<file path="config.mk">
export PLATFORM = sky130hd
export DESIGN_NAME = spwd_top
export DESIGN_NICKNAME = d
export VERILOG_FILES = /design/src/logic/spwd_pkg.sv /design/src/logic/spwd_top.sv
export SDC_FILE = /design/constraint.sdc
export NUM_CORES = 1
export LEC_CHECK = 0
export ABC_AREA = 1
export BUFFER_PORTS_ARGS = -buffer_cell sky130_fd_sc_hd__buf_2
export CAP_MARGIN = 5
export CORE_MARGIN = 2
export CORE_UTILIZATION = 50
export CTS_BUF_LIST = sky130_fd_sc_hd__clkbuf_4 sky130_fd_sc_hd__clkbuf_8 sky130_fd_sc_hd__clkbuf_16
export CTS_CLUSTER_SIZE = 20
export DETAILED_ROUTE_END_ITERATION = 7
export HOLD_SLACK_MARGIN = 0.03
export PLACE_DENSITY = 0.65
export SKIP_LAST_GASP = 1
export SYNTH_ARGS = -nofsm -noshare
export SYNTH_HDL_FRONTEND = slang
export SYNTH_SLANG_ARGS = --single-unit
</file>
<file path="constraint.sdc">
create_clock -name clock -period 1.79 [get_ports clock]
set_input_delay 0.0895 -clock clock [delete_from_list [all_inputs] [get_ports clock]]
set_output_delay 0.0895 -clock clock [all_outputs]
set_load 0.02 [all_outputs]
</file>
<file path="src/logic/spwd_pkg.sv">
// constants and types for the standalone pin watchdog
`default_nettype none

package spwd_pkg;

  // internal time base
  localparam int unsigned CLK_HZ     = 200_000_000;
  localparam int unsigned CYC_PER_US = CLK_HZ / 1_000_000;

  // four build-time timeout selections, in microseconds
  localparam int unsigned TMO_3P4_US = 3_400;
  localparam int unsigned TMO_6P3_US = 6_300;
  localparam int unsigned TMO_102_US = 102_000;
  localparam int unsigned TMO_1P6_US = 1_600_000;

  localparam int unsigned TMO_3P4_CYC = TMO_3P4_US * CYC_PER_US;
  localparam int unsigned TMO_6P3_CYC = TMO_6P3_US * CYC_PER_US;
  localparam int unsigned TMO_102_CYC = TMO_102_US * CYC_PER_US;
  localparam int unsigned TMO_1P6_CYC = TMO_1P6_US * CYC_PER_US;

  // shortest alarm low pulse
  localparam int unsigned MIN_LOW_US  = 10;
  localparam int unsigned MIN_LOW_CYC = MIN_LOW_US * CYC_PER_US;

  // alarm pulse width of the both-edge variants, plain default
  localparam int unsigned PULSE_US       = 100;
  localparam int unsigned PULSE_DFLT_CYC = PULSE_US * CYC_PER_US;

  // input glitch filter: above 100 ns, below 1 us
  localparam int unsigned FILT_NS  = 500;
  localparam int unsigned FILT_CYC = FILT_NS * CYC_PER_US / 1000;
  localparam int unsigned FCW      = 8;

  // timeout counter width, holds the 1.6 s count
  localparam int unsigned CW = 29;

  localparam int unsigned IN_KICK = 0;
  localparam int unsigned IN_HOLD = 1;

  typedef enum logic [1:0] {
    SPWD_TMO_3P4MS = 2'b00,
    SPWD_TMO_6P3MS = 2'b01,
    SPWD_TMO_102MS = 2'b10,
    SPWD_TMO_1P6S  = 2'b11
  } spwd_tmo_t;

  typedef enum logic [0:0] {
    SPWD_ST_WATCH = 1'b0,
    SPWD_ST_ALARM = 1'b1
  } spwd_state_t;

  // sampled pins travel together
  typedef struct packed {
    logic hold;
    logic kick;
  } spwd_pins_t;

  function automatic int unsigned tmo_cycles(spwd_tmo_t sel);
    int unsigned c;
    c = TMO_3P4_CYC;
    case (sel)
      SPWD_TMO_6P3MS: c = TMO_6P3_CYC;
      SPWD_TMO_102MS: c = TMO_102_CYC;
      SPWD_TMO_1P6S:  c = TMO_1P6_CYC;
      default:        c = TMO_3P4_CYC;
    endcase
    return c;
  endfunction

endpackage

`default_nettype wire

</file>
<file path="src/logic/spwd_top.sv">
// standalone pin watchdog: kick filter, timeout counter, alarm output
// Operation
// - timeout is one of four build choices
// - controller kicks before timeout, else alarm asserts
// - every alarm transition clears the counter
// - hold-off pulse clears the counter
// - rising kick clears; falling only both-edge
// - kick pulses 1 us seen, 100 ns ignored
// - constant kick makes alarm toggle repeatedly
// - counting starts at power-up, alarm on timeout
// - both-edge alarm lasts full pulse width
// - rising-only alarm lasts 10 us to timeout
// - alarm output is active low
// - supervision only while hold-off is low
// - early hold-off delays alarm by hold plus timeout
// - hold-off releases alarm, low at least 10 us
// - hold-off pulses 1 us seen, 100 ns ignored
// - kick level ignored at power-up
`default_nettype none

module spwd_top #(
  parameter spwd_pkg::spwd_tmo_t TMO_SEL = spwd_pkg::SPWD_TMO_3P4MS,
  parameter int unsigned TIMEOUT_CYC = spwd_pkg::tmo_cycles(TMO_SEL),
  parameter int unsigned PULSE_CYC   = spwd_pkg::PULSE_DFLT_CYC,
  parameter bit          BOTH_EDGE   = 1'b0
) (
  input  wire logic clock,
  input  wire logic rst,
  input  wire logic kick_in,
  input  wire logic hold_in,
  output logic      alarm_out_n
);

  localparam int unsigned CW  = spwd_pkg::CW;
  localparam int unsigned FCW = spwd_pkg::FCW;

  localparam logic [CW-1:0] TMO_M1   = CW'(TIMEOUT_CYC - 1);
  localparam logic [CW-1:0] PULSE_M1 = CW'(PULSE_CYC - 1);
  localparam logic [CW-1:0] LOW_M1   = CW'(spwd_pkg::MIN_LOW_CYC - 1);
  localparam logic [FCW-1:0] FILT_M1 = FCW'(spwd_pkg::FILT_CYC - 1);

  spwd_pkg::spwd_pins_t pins;
  spwd_pkg::spwd_pins_t s1_q;
  spwd_pkg::spwd_pins_t s2_q;

  logic [1:0]     flt_q;
  logic [1:0]     prev_q;
  logic [1:0]     rdy_q;
  logic [1:0]     arm_q;
  logic [1:0]     rise;
  logic [1:0]     fall;
  logic [FCW-1:0] fc_q [2];

  assign pins.kick = kick_in;
  assign pins.hold = hold_in;

  // two-stage synchroniser; first stage read only by the second
  always_ff @(posedge clock or posedge rst) begin
    if (rst) begin
      s1_q <= '0;
      s2_q <= '0;
    end else begin
      s1_q <= pins;
      s2_q <= s1_q;
    end
  end

  genvar gi;
  generate
    for (gi = 0; gi < 2; gi++) begin : g_flt
      logic           smp;
      logic           diff;
      logic           hit;
      logic [FCW-1:0] fc_d;

      assign smp  = s2_q[gi];
      assign diff = smp != flt_q[gi];
      assign hit  = fc_q[gi] == FILT_M1;
      // a level must hold FILT_CYC cycles before it is taken
      assign fc_d = (hit || (rdy_q[gi] && !diff)) ? '0
                  : fc_q[gi] + FCW'(1);

      always_ff @(posedge clock or posedge rst) begin
        if (rst) begin
          fc_q[gi]   <= '0;
          flt_q[gi]  <= 1'b0;
          rdy_q[gi]  <= 1'b0;
          arm_q[gi]  <= 1'b0;
          prev_q[gi] <= 1'b0;
        end else begin
          fc_q[gi]   <= fc_d;
          arm_q[gi]  <= rdy_q[gi];
          prev_q[gi] <= flt_q[gi];
          if (!rdy_q[gi]) begin
            // settle phase: track the pin, report no edges
            flt_q[gi] <= smp;
            if (hit) begin
              rdy_q[gi] <= 1'b1;
            end
          end else if (hit) begin
            flt_q[gi] <= smp;
          end
        end
      end

      assign rise[gi] = arm_q[gi] && flt_q[gi] && !prev_q[gi];
      assign fall[gi] = arm_q[gi] && !flt_q[gi] && prev_q[gi];
    end
  endgenerate

  logic hold;
  logic kick_rise;
  logic kick_ev;

  assign hold      = flt_q[spwd_pkg::IN_HOLD];
  assign kick_rise = rise[spwd_pkg::IN_KICK];
  assign kick_ev   = kick_rise
                   || (BOTH_EDGE && fall[spwd_pkg::IN_KICK]);

  spwd_pkg::spwd_state_t st_q;
  spwd_pkg::spwd_state_t st_d;
  logic [CW-1:0]         cnt_q;
  logic [CW-1:0]         cnt_d;
  logic                  alarm_n_q;
  logic                  alarm_n_d;
  logic                  watching;
  logic                  tmo_hit;
  logic                  low_ok;
  logic                  pulse_hit;
  logic                  go_alarm;
  logic                  rel_ok;
  logic                  wd_clr;

  assign watching  = st_q == spwd_pkg::SPWD_ST_WATCH;
  assign tmo_hit   = cnt_q == TMO_M1;
  assign low_ok    = cnt_q >= LOW_M1;
  assign pulse_hit = cnt_q == PULSE_M1;

  // hold-off and kicks clear; counter restarts afresh
  assign wd_clr   = hold || kick_ev;
  assign go_alarm = watching && !wd_clr && tmo_hit;

  // hold-off may cut the alarm short, never below 10 us;
  // both-edge ignores kicks while the pulse runs
  assign rel_ok = hold ? low_ok
                : BOTH_EDGE ? pulse_hit
                : (tmo_hit || (kick_rise && low_ok));

  assign st_d = watching
              ? (go_alarm ? spwd_pkg::SPWD_ST_ALARM
                          : spwd_pkg::SPWD_ST_WATCH)
              : (rel_ok ? spwd_pkg::SPWD_ST_WATCH
                        : spwd_pkg::SPWD_ST_ALARM);

  // any alarm edge restarts the count
  assign cnt_d = watching
               ? ((wd_clr || tmo_hit) ? '0 : cnt_q + CW'(1))
               : (rel_ok ? '0 : cnt_q + CW'(1));

  assign alarm_n_d = st_d != spwd_pkg::SPWD_ST_ALARM;

  // counter runs from reset release without any kick
  always_ff @(posedge clock or posedge rst) begin
    if (rst) begin
      st_q      <= spwd_pkg::SPWD_ST_WATCH;
      cnt_q     <= '0;
      alarm_n_q <= 1'b1;
    end else begin
      st_q      <= st_d;
      cnt_q     <= cnt_d;
      alarm_n_q <= alarm_n_d;
    end
  end

  assign alarm_out_n = alarm_n_q;

  // alarm only after a full uncleared period
  AST_ALARM_AT_TIMEOUT: assert property (
    @(posedge clock) disable iff (rst)
    $fell(alarm_n_q) |-> $past(cnt_q) == TMO_M1 && !$past(hold))
    else $error("alarm asserted before timeout");

  AST_EDGE_CLEARS: assert property (
    @(posedge clock) disable iff (rst)
    $changed(alarm_n_q) |-> cnt_q == '0 ##1 cnt_q <= CW'(1))
    else $error("alarm edge did not restart count");

  AST_HOLD_SUSPENDS: assert property (
    @(posedge clock) disable iff (rst)
    (watching && hold) |=> (cnt_q == '0 && alarm_n_q))
    else $error("hold-off did not clear the count");

  AST_RISE_CLEARS: assert property (
    @(posedge clock) disable iff (rst)
    (watching && kick_rise) |=> (cnt_q == '0 && alarm_n_q))
    else $error("rising kick did not clear the count");

  AST_FALL_IGNORED: assert property (
    @(posedge clock) disable iff (rst)
    (!BOTH_EDGE && watching && fall[spwd_pkg::IN_KICK] && !hold
     && !tmo_hit) |=> cnt_q == $past(cnt_q) + CW'(1))
    else $error("falling kick cleared rising-only count");

  AST_FILTER_HOLD: assert property (
    @(posedge clock) disable iff (rst)
    (rdy_q[0] && $changed(flt_q[0])) |->
      $past(fc_q[0]) == FILT_M1 && $past(s2_q.kick) == flt_q[0])
    else $error("kick filter passed a short level");

  AST_NO_STARTUP_EDGE: assert property (
    @(posedge clock) disable iff (rst)
    (!arm_q[0] && watching && !hold && !tmo_hit)
      |=> cnt_q == $past(cnt_q) + CW'(1))
    else $error("kick level cleared count during settle");

  AST_PULSE_FULL: assert property (
    @(posedge clock) disable iff (rst)
    (BOTH_EDGE && $rose(alarm_n_q) && !$past(hold)) |->
      $past(cnt_q) == PULSE_M1)
    else $error("both-edge alarm pulse width wrong");

  AST_MIN_LOW: assert property (
    @(posedge clock) disable iff (rst)
    $rose(alarm_n_q) |-> $past(cnt_q) >= LOW_M1)
    else $error("alarm low pulse under 10 us");

  AST_MAX_LOW: assert property (
    @(posedge clock) disable iff (rst)
    (!BOTH_EDGE && !watching && tmo_hit && !hold) |=> alarm_n_q)
    else $error("rising-only alarm held past timeout");

  AST_OUT_LEVEL: assert property (
    @(posedge clock) disable iff (rst)
    (watching && hold) [*2] |-> alarm_n_q)
    else $error("alarm low while hold-off high");

  // reset leaves the alarm released and the count at zero
  AST_RESET_HIGH: assert property (
    @(posedge clock)
    $fell(rst) |-> (alarm_n_q && cnt_q == '0))
    else $error("alarm or count wrong after reset");

  AST_WATCH_COUNTS: assert property (
    @(posedge clock) disable iff (rst)
    (watching && !wd_clr && !tmo_hit) |=> cnt_q == $past(cnt_q) + CW'(1))
    else $error("count did not advance while watching");

  AST_TMO_RESTART: assert property (
    @(posedge clock) disable iff (rst)
    (watching && tmo_hit && !wd_clr) |=> (!alarm_n_q && cnt_q == '0))
    else $error("timeout did not raise the alarm");

  // a kick in the very last cycle still saves the controller
  AST_KICK_AT_TMO: assert property (
    @(posedge clock) disable iff (rst)
    (watching && tmo_hit && wd_clr) |=> alarm_n_q)
    else $error("alarm despite a clear at timeout");

  AST_FALL_CLEARS: assert property (
    @(posedge clock) disable iff (rst)
    (BOTH_EDGE && watching && fall[spwd_pkg::IN_KICK])
      |=> (cnt_q == '0 && alarm_n_q))
    else $error("falling kick did not clear both-edge count");

  AST_PULSE_IGNORES: assert property (
    @(posedge clock) disable iff (rst)
    (BOTH_EDGE && !watching && !hold && !pulse_hit) |=> !alarm_n_q)
    else $error("both-edge alarm pulse cut short");

  AST_RISE_RELEASE: assert property (
    @(posedge clock) disable iff (rst)
    (!BOTH_EDGE && !watching && kick_rise && low_ok) |=> alarm_n_q)
    else $error("rising kick did not release the alarm");

  AST_EARLY_KICK_KEPT: assert property (
    @(posedge clock) disable iff (rst)
    (!BOTH_EDGE && !watching && !low_ok && !tmo_hit) |=> !alarm_n_q)
    else $error("rising-only alarm released under 10 us");

  AST_HOLD_RELEASE: assert property (
    @(posedge clock) disable iff (rst)
    (!watching && hold && low_ok) |=> (alarm_n_q && cnt_q == '0))
    else $error("hold-off did not release the alarm");

  AST_HOLD_MIN_KEPT: assert property (
    @(posedge clock) disable iff (rst)
    (!watching && hold && !low_ok) |=> !alarm_n_q)
    else $error("hold-off released alarm under 10 us");

  AST_HOLD_FILTER: assert property (
    @(posedge clock) disable iff (rst)
    (rdy_q[1] && $changed(flt_q[1])) |->
      $past(fc_q[1]) == FILT_M1 && $past(s2_q.hold) == flt_q[1])
    else $error("hold-off filter passed a short level");

  AST_ALARM_COUNTS: assert property (
    @(posedge clock) disable iff (rst)
    (!watching && !rel_ok)
      |=> (!alarm_n_q && cnt_q == $past(cnt_q) + CW'(1)))
    else $error("alarm interval count did not advance");

endmodule

`default_nettype wire

</file>
==> metrics.md <==
| Metric | Value |
|---|---|
| Final setup TNS | 0 ns |
| Ratio of cells with drive above 1 in the final layout | 0.1683 |
| Lkg Pwr | around 1.7 nW |
| Filler instances | 552 |
| Hold crit path type | in2async |
| Slowest cell on the critical path | dfrtp_1 |
| Post-synth EDFFs | 0 |
| Gr usage total | 0.1949 |
| Row cnt | 28 |
| Die area | 0.006834 mm² |
| Final Instance Area | about 0.0035 mm² |
| Async set-reset flop share out of synthesis | 1.000 |
| Period minus WS final | 1.637 ns |
| Antenna diodes | 0 |
| Syn-to-layout area delta | 13.83% |
| 1st-iter DRT viols | 97 |
| Yosys top cell area share | 0.4529 |
| Setup Viol. Count Final | 0 |
| Synth area leader | dfrtp_1 |
| Crit path arrival time | 1.86 ns |
| WL/cell | between 10 and 15 µm |
| Grt ovf | 0 |
| Placed Cells incl. Taps | 457 |
| Largest cells by area after synthesis | dfrtp_1 45%, nand2_1 8.6%, nor2_1 7.0%, xor2_1 5.7%, inv_1 5.3% |
| Tcrit/Tclk final | 0.9145 |
| Worst skew pair latency | 0.33 ns |
| Placer Congestion | 0.8916 |
| Peak supply drop | 0.0005369 V |
| DRC | 0 |
| Syn_nets | 383 |
| Max_slew headroom | 0.6160 |
| Skew final | 0.005809 ns |
| First-pass GRT wire length | 9825 µm |
| TritonCTS Sinks | 57 |
| PD cells | 727.9 mW/mm² |
| Setup CP Type | reg2reg |
| CTS tree | done |
| DR vias/cell | 5.015 |
| Status | finished clean |
| Core Box Area | around 0.0060 mm² |
| Io pins | 5 |
| Longest Clk Path Bufs | 2 |
| Max cap viols | 0 |
| Avg Cell Area, Syn | 8.229 µm² |
| Initial core utilization | 0.5195 |
| CP max FO | 6 |
| Slowest stage delay, CP | 0.41 ns |
| Input/output buffers | 4 |
| Synth Instances | 376 |
| Cell mode on critical path | nand2_2 |
| Worst setup SP type | register |
| Slew at the pin closest to its max-slew limit | 0.5721 ns |
| Crit end category | register |
| Fin worst setup slack | 0.1530 ns |
| Cell variety after synth | 32 |
| Required time worst endpoint | 2.02 ns |
| H-tree levels | 3 |
| Drt total wl | ~6000 µm |
| Initial antenna violation count | 0 |
| Maximum clock frequency | 0.6109 GHz |
| Fin nets | 406 |
| Post-DP Area | 0.003246 mm² |
| Largest net degree at the start of global routing | 24 |
| Remaining antenna violation count | 0 |
| Max-slew violation count | 0 |
| Reg2reg setup slack | 0.15 ns |
| Hold Violations, Final | 0 |
| Flops & latches, synth | 57 |
| Num CTS Buffers | 9 |
| Die Wd | 82.67 µm |
| Worst-path cell chain | ha_4 -> nand2_2 -> nor2_4 -> nand3_4 -> nor2_8 -> nand3_2 -> inv_2 -> nand2_2 -> xor2_1 -> nor2_2 |
| Vias in the first global route | 2149 |
| Vias | 2402 |
| Post-Layout Cell Count | approximately 480 |
| Sequential area share after synthesis | 0.4614 |
| Total power | roughly 0.0026 W |
| Cell area after synthesis | 0.003094 mm² |
| CTS clock-pin slew for the worst setup and hold paths | approximately 0.070 ns |
| Synth Warn # | 0 |
| Post-synth top flop | dfrtp_1 |
| Root buffer cell | clkbuf_8 |
| Die H | 82.67 µm |
| 1st-pass router iterations | 4 |
| Dpl ws | 0.09010 ns |
| Detailed placement HPWL | 4425 µm |
## Yosys cell counts (4+ instances only)
| master | instances |
|---|---|
| a21oi_1 | 18 |
| inv_2 | 4 |
| xnor2_1 | 4 |
| nand2_2 | 8 |
| nand4_1 | 12 |
| nand2_1 | 71 |
| nor2_2 | 6 |
| nor2_4 | 4 |
| nor3_1 | 19 |
| nor2_1 | 58 |
| inv_1 | 44 |
| nand3_1 | 11 |
| nor4_1 | 7 |
| dfrtp_1 | 56 |
| xor2_1 | 20 |
## worst max-delay path: cells and delay by family, from the launching register on
kind	cells	cell delay, ns
XOR/XNOR	1	0.16
adder cells (fa/ha/maj)	1	0.17
buffers and inverters	1	0.08
AND/OR/NAND/NOR	7	0.71
flip-flops	1	0.41
## flip-flops by register name, summed over array words and instances (netlist names)
name	flops
alarm_out_n	1
hold	1
arm_q	1
s1_q	2
prev_q	1
flt_q	1
st_q	1
rdy_q	2
fc_q	16
cnt_q	29
g_flt.smp	2
## layout make-up
cell class / instances / area, µm² / area share
multi-input combinational: 267 / 1483 / 0.4210
clock inverter: 7 / 71.32 / 0.02025
inverter: 48 / 180.2 / 0.05115
sequential: 57 / 1428 / 0.4053
tap: 75 / 93.84 / 0.02664
timing repair buffer: 16 / 142.6 / 0.04050
clock buffer: 9 / 123.9 / 0.03517
## through the flow
step	util	hold WS [ns]
finish	0.5914	0.3389
global route	0.5914	0.3607
floorplan	-	0.1209
global placement	0.5450	0.1394
CTS	0.5828	0.3308
detailed placement	0.5450	0.1523
## final timing paths
check	from	endpoint	depth (start not counted)
max	cnt_q[0]$_DFF_PP0_	cnt_q[24]$_DFF_PP0_	10
min	rst	arm_q[0]$_DFF_PP0_	3
max reg2reg	cnt_q[0]$_DFF_PP0_	cnt_q[24]$_DFF_PP0_	10
min reg2reg	s1_q[0]$_DFF_PP0_	g_flt[0].smp$_DFF_PP0_	0
max in group asynchronous	rst	cnt_q[11]$_DFF_PP0_	4
min in group clock	s1_q[0]$_DFF_PP0_	g_flt[0].smp$_DFF_PP0_	0
## placed cells by master (no fill, tap or decap), types with 3 or more instances in the layout
master / n
nor2_1: 57
inv_1: 43
nor2_2: 7
dlygate4sd3_1: 3
xnor2_1: 4
a31oi_1: 3
a21oi_1: 18
buf_4: 7
clkbuf_8: 9
or2_2: 3
buf_2: 4
inv_2: 5
nand3_1: 11
o21ai_0: 3
dfrtp_1: 56
nor3_1: 19
nand2_2: 8
nand4_1: 12
o21ai_1: 3
xor2_1: 20
nor2_4: 4
clkinvlp_4: 3
nor4_1: 6
and3_1: 3
nand2_1: 70
## layer usage
layer  track usage  part of all wire  vias to the layer above
met5             0                 0                        -
li1              -                 -                     1255
met3       0.04891             0.031                       11
met2        0.3032              0.46                       32
met1        0.2585              0.49                     1104
met4       0.08361             0.019                        0
## kinds of logic after synthesis
logic type | after synthesis | synth area share
DFF | 57 | 0.4614
xor gates and xnor gates | 24 | 0.06793
adders and majority gates | 3 | 0.01213
and+or+nand+nor | 213 | 0.3449
buffers and inverters | 52 | 0.06874
AOI/OAI and AO/OA | 27 | 0.04488
## what timing repair did
item                                   4_1_cts  5_1_grt
buffers inserted                             0        3
resized for setup                            0        6
hold buffers                                 3        0
setup endpoints to repair                    0       31
endpoints found under the hold margin       23        0
## power breakdown
part | switching [W] | internal, W
registers | 0.0000125 | 0.00130
logic | 0.0000509 | 0.0000313
clock network | 0.000530 | 0.000638
total | 0.000593 | 0.00197
Power figures use the tool's default switching activity.
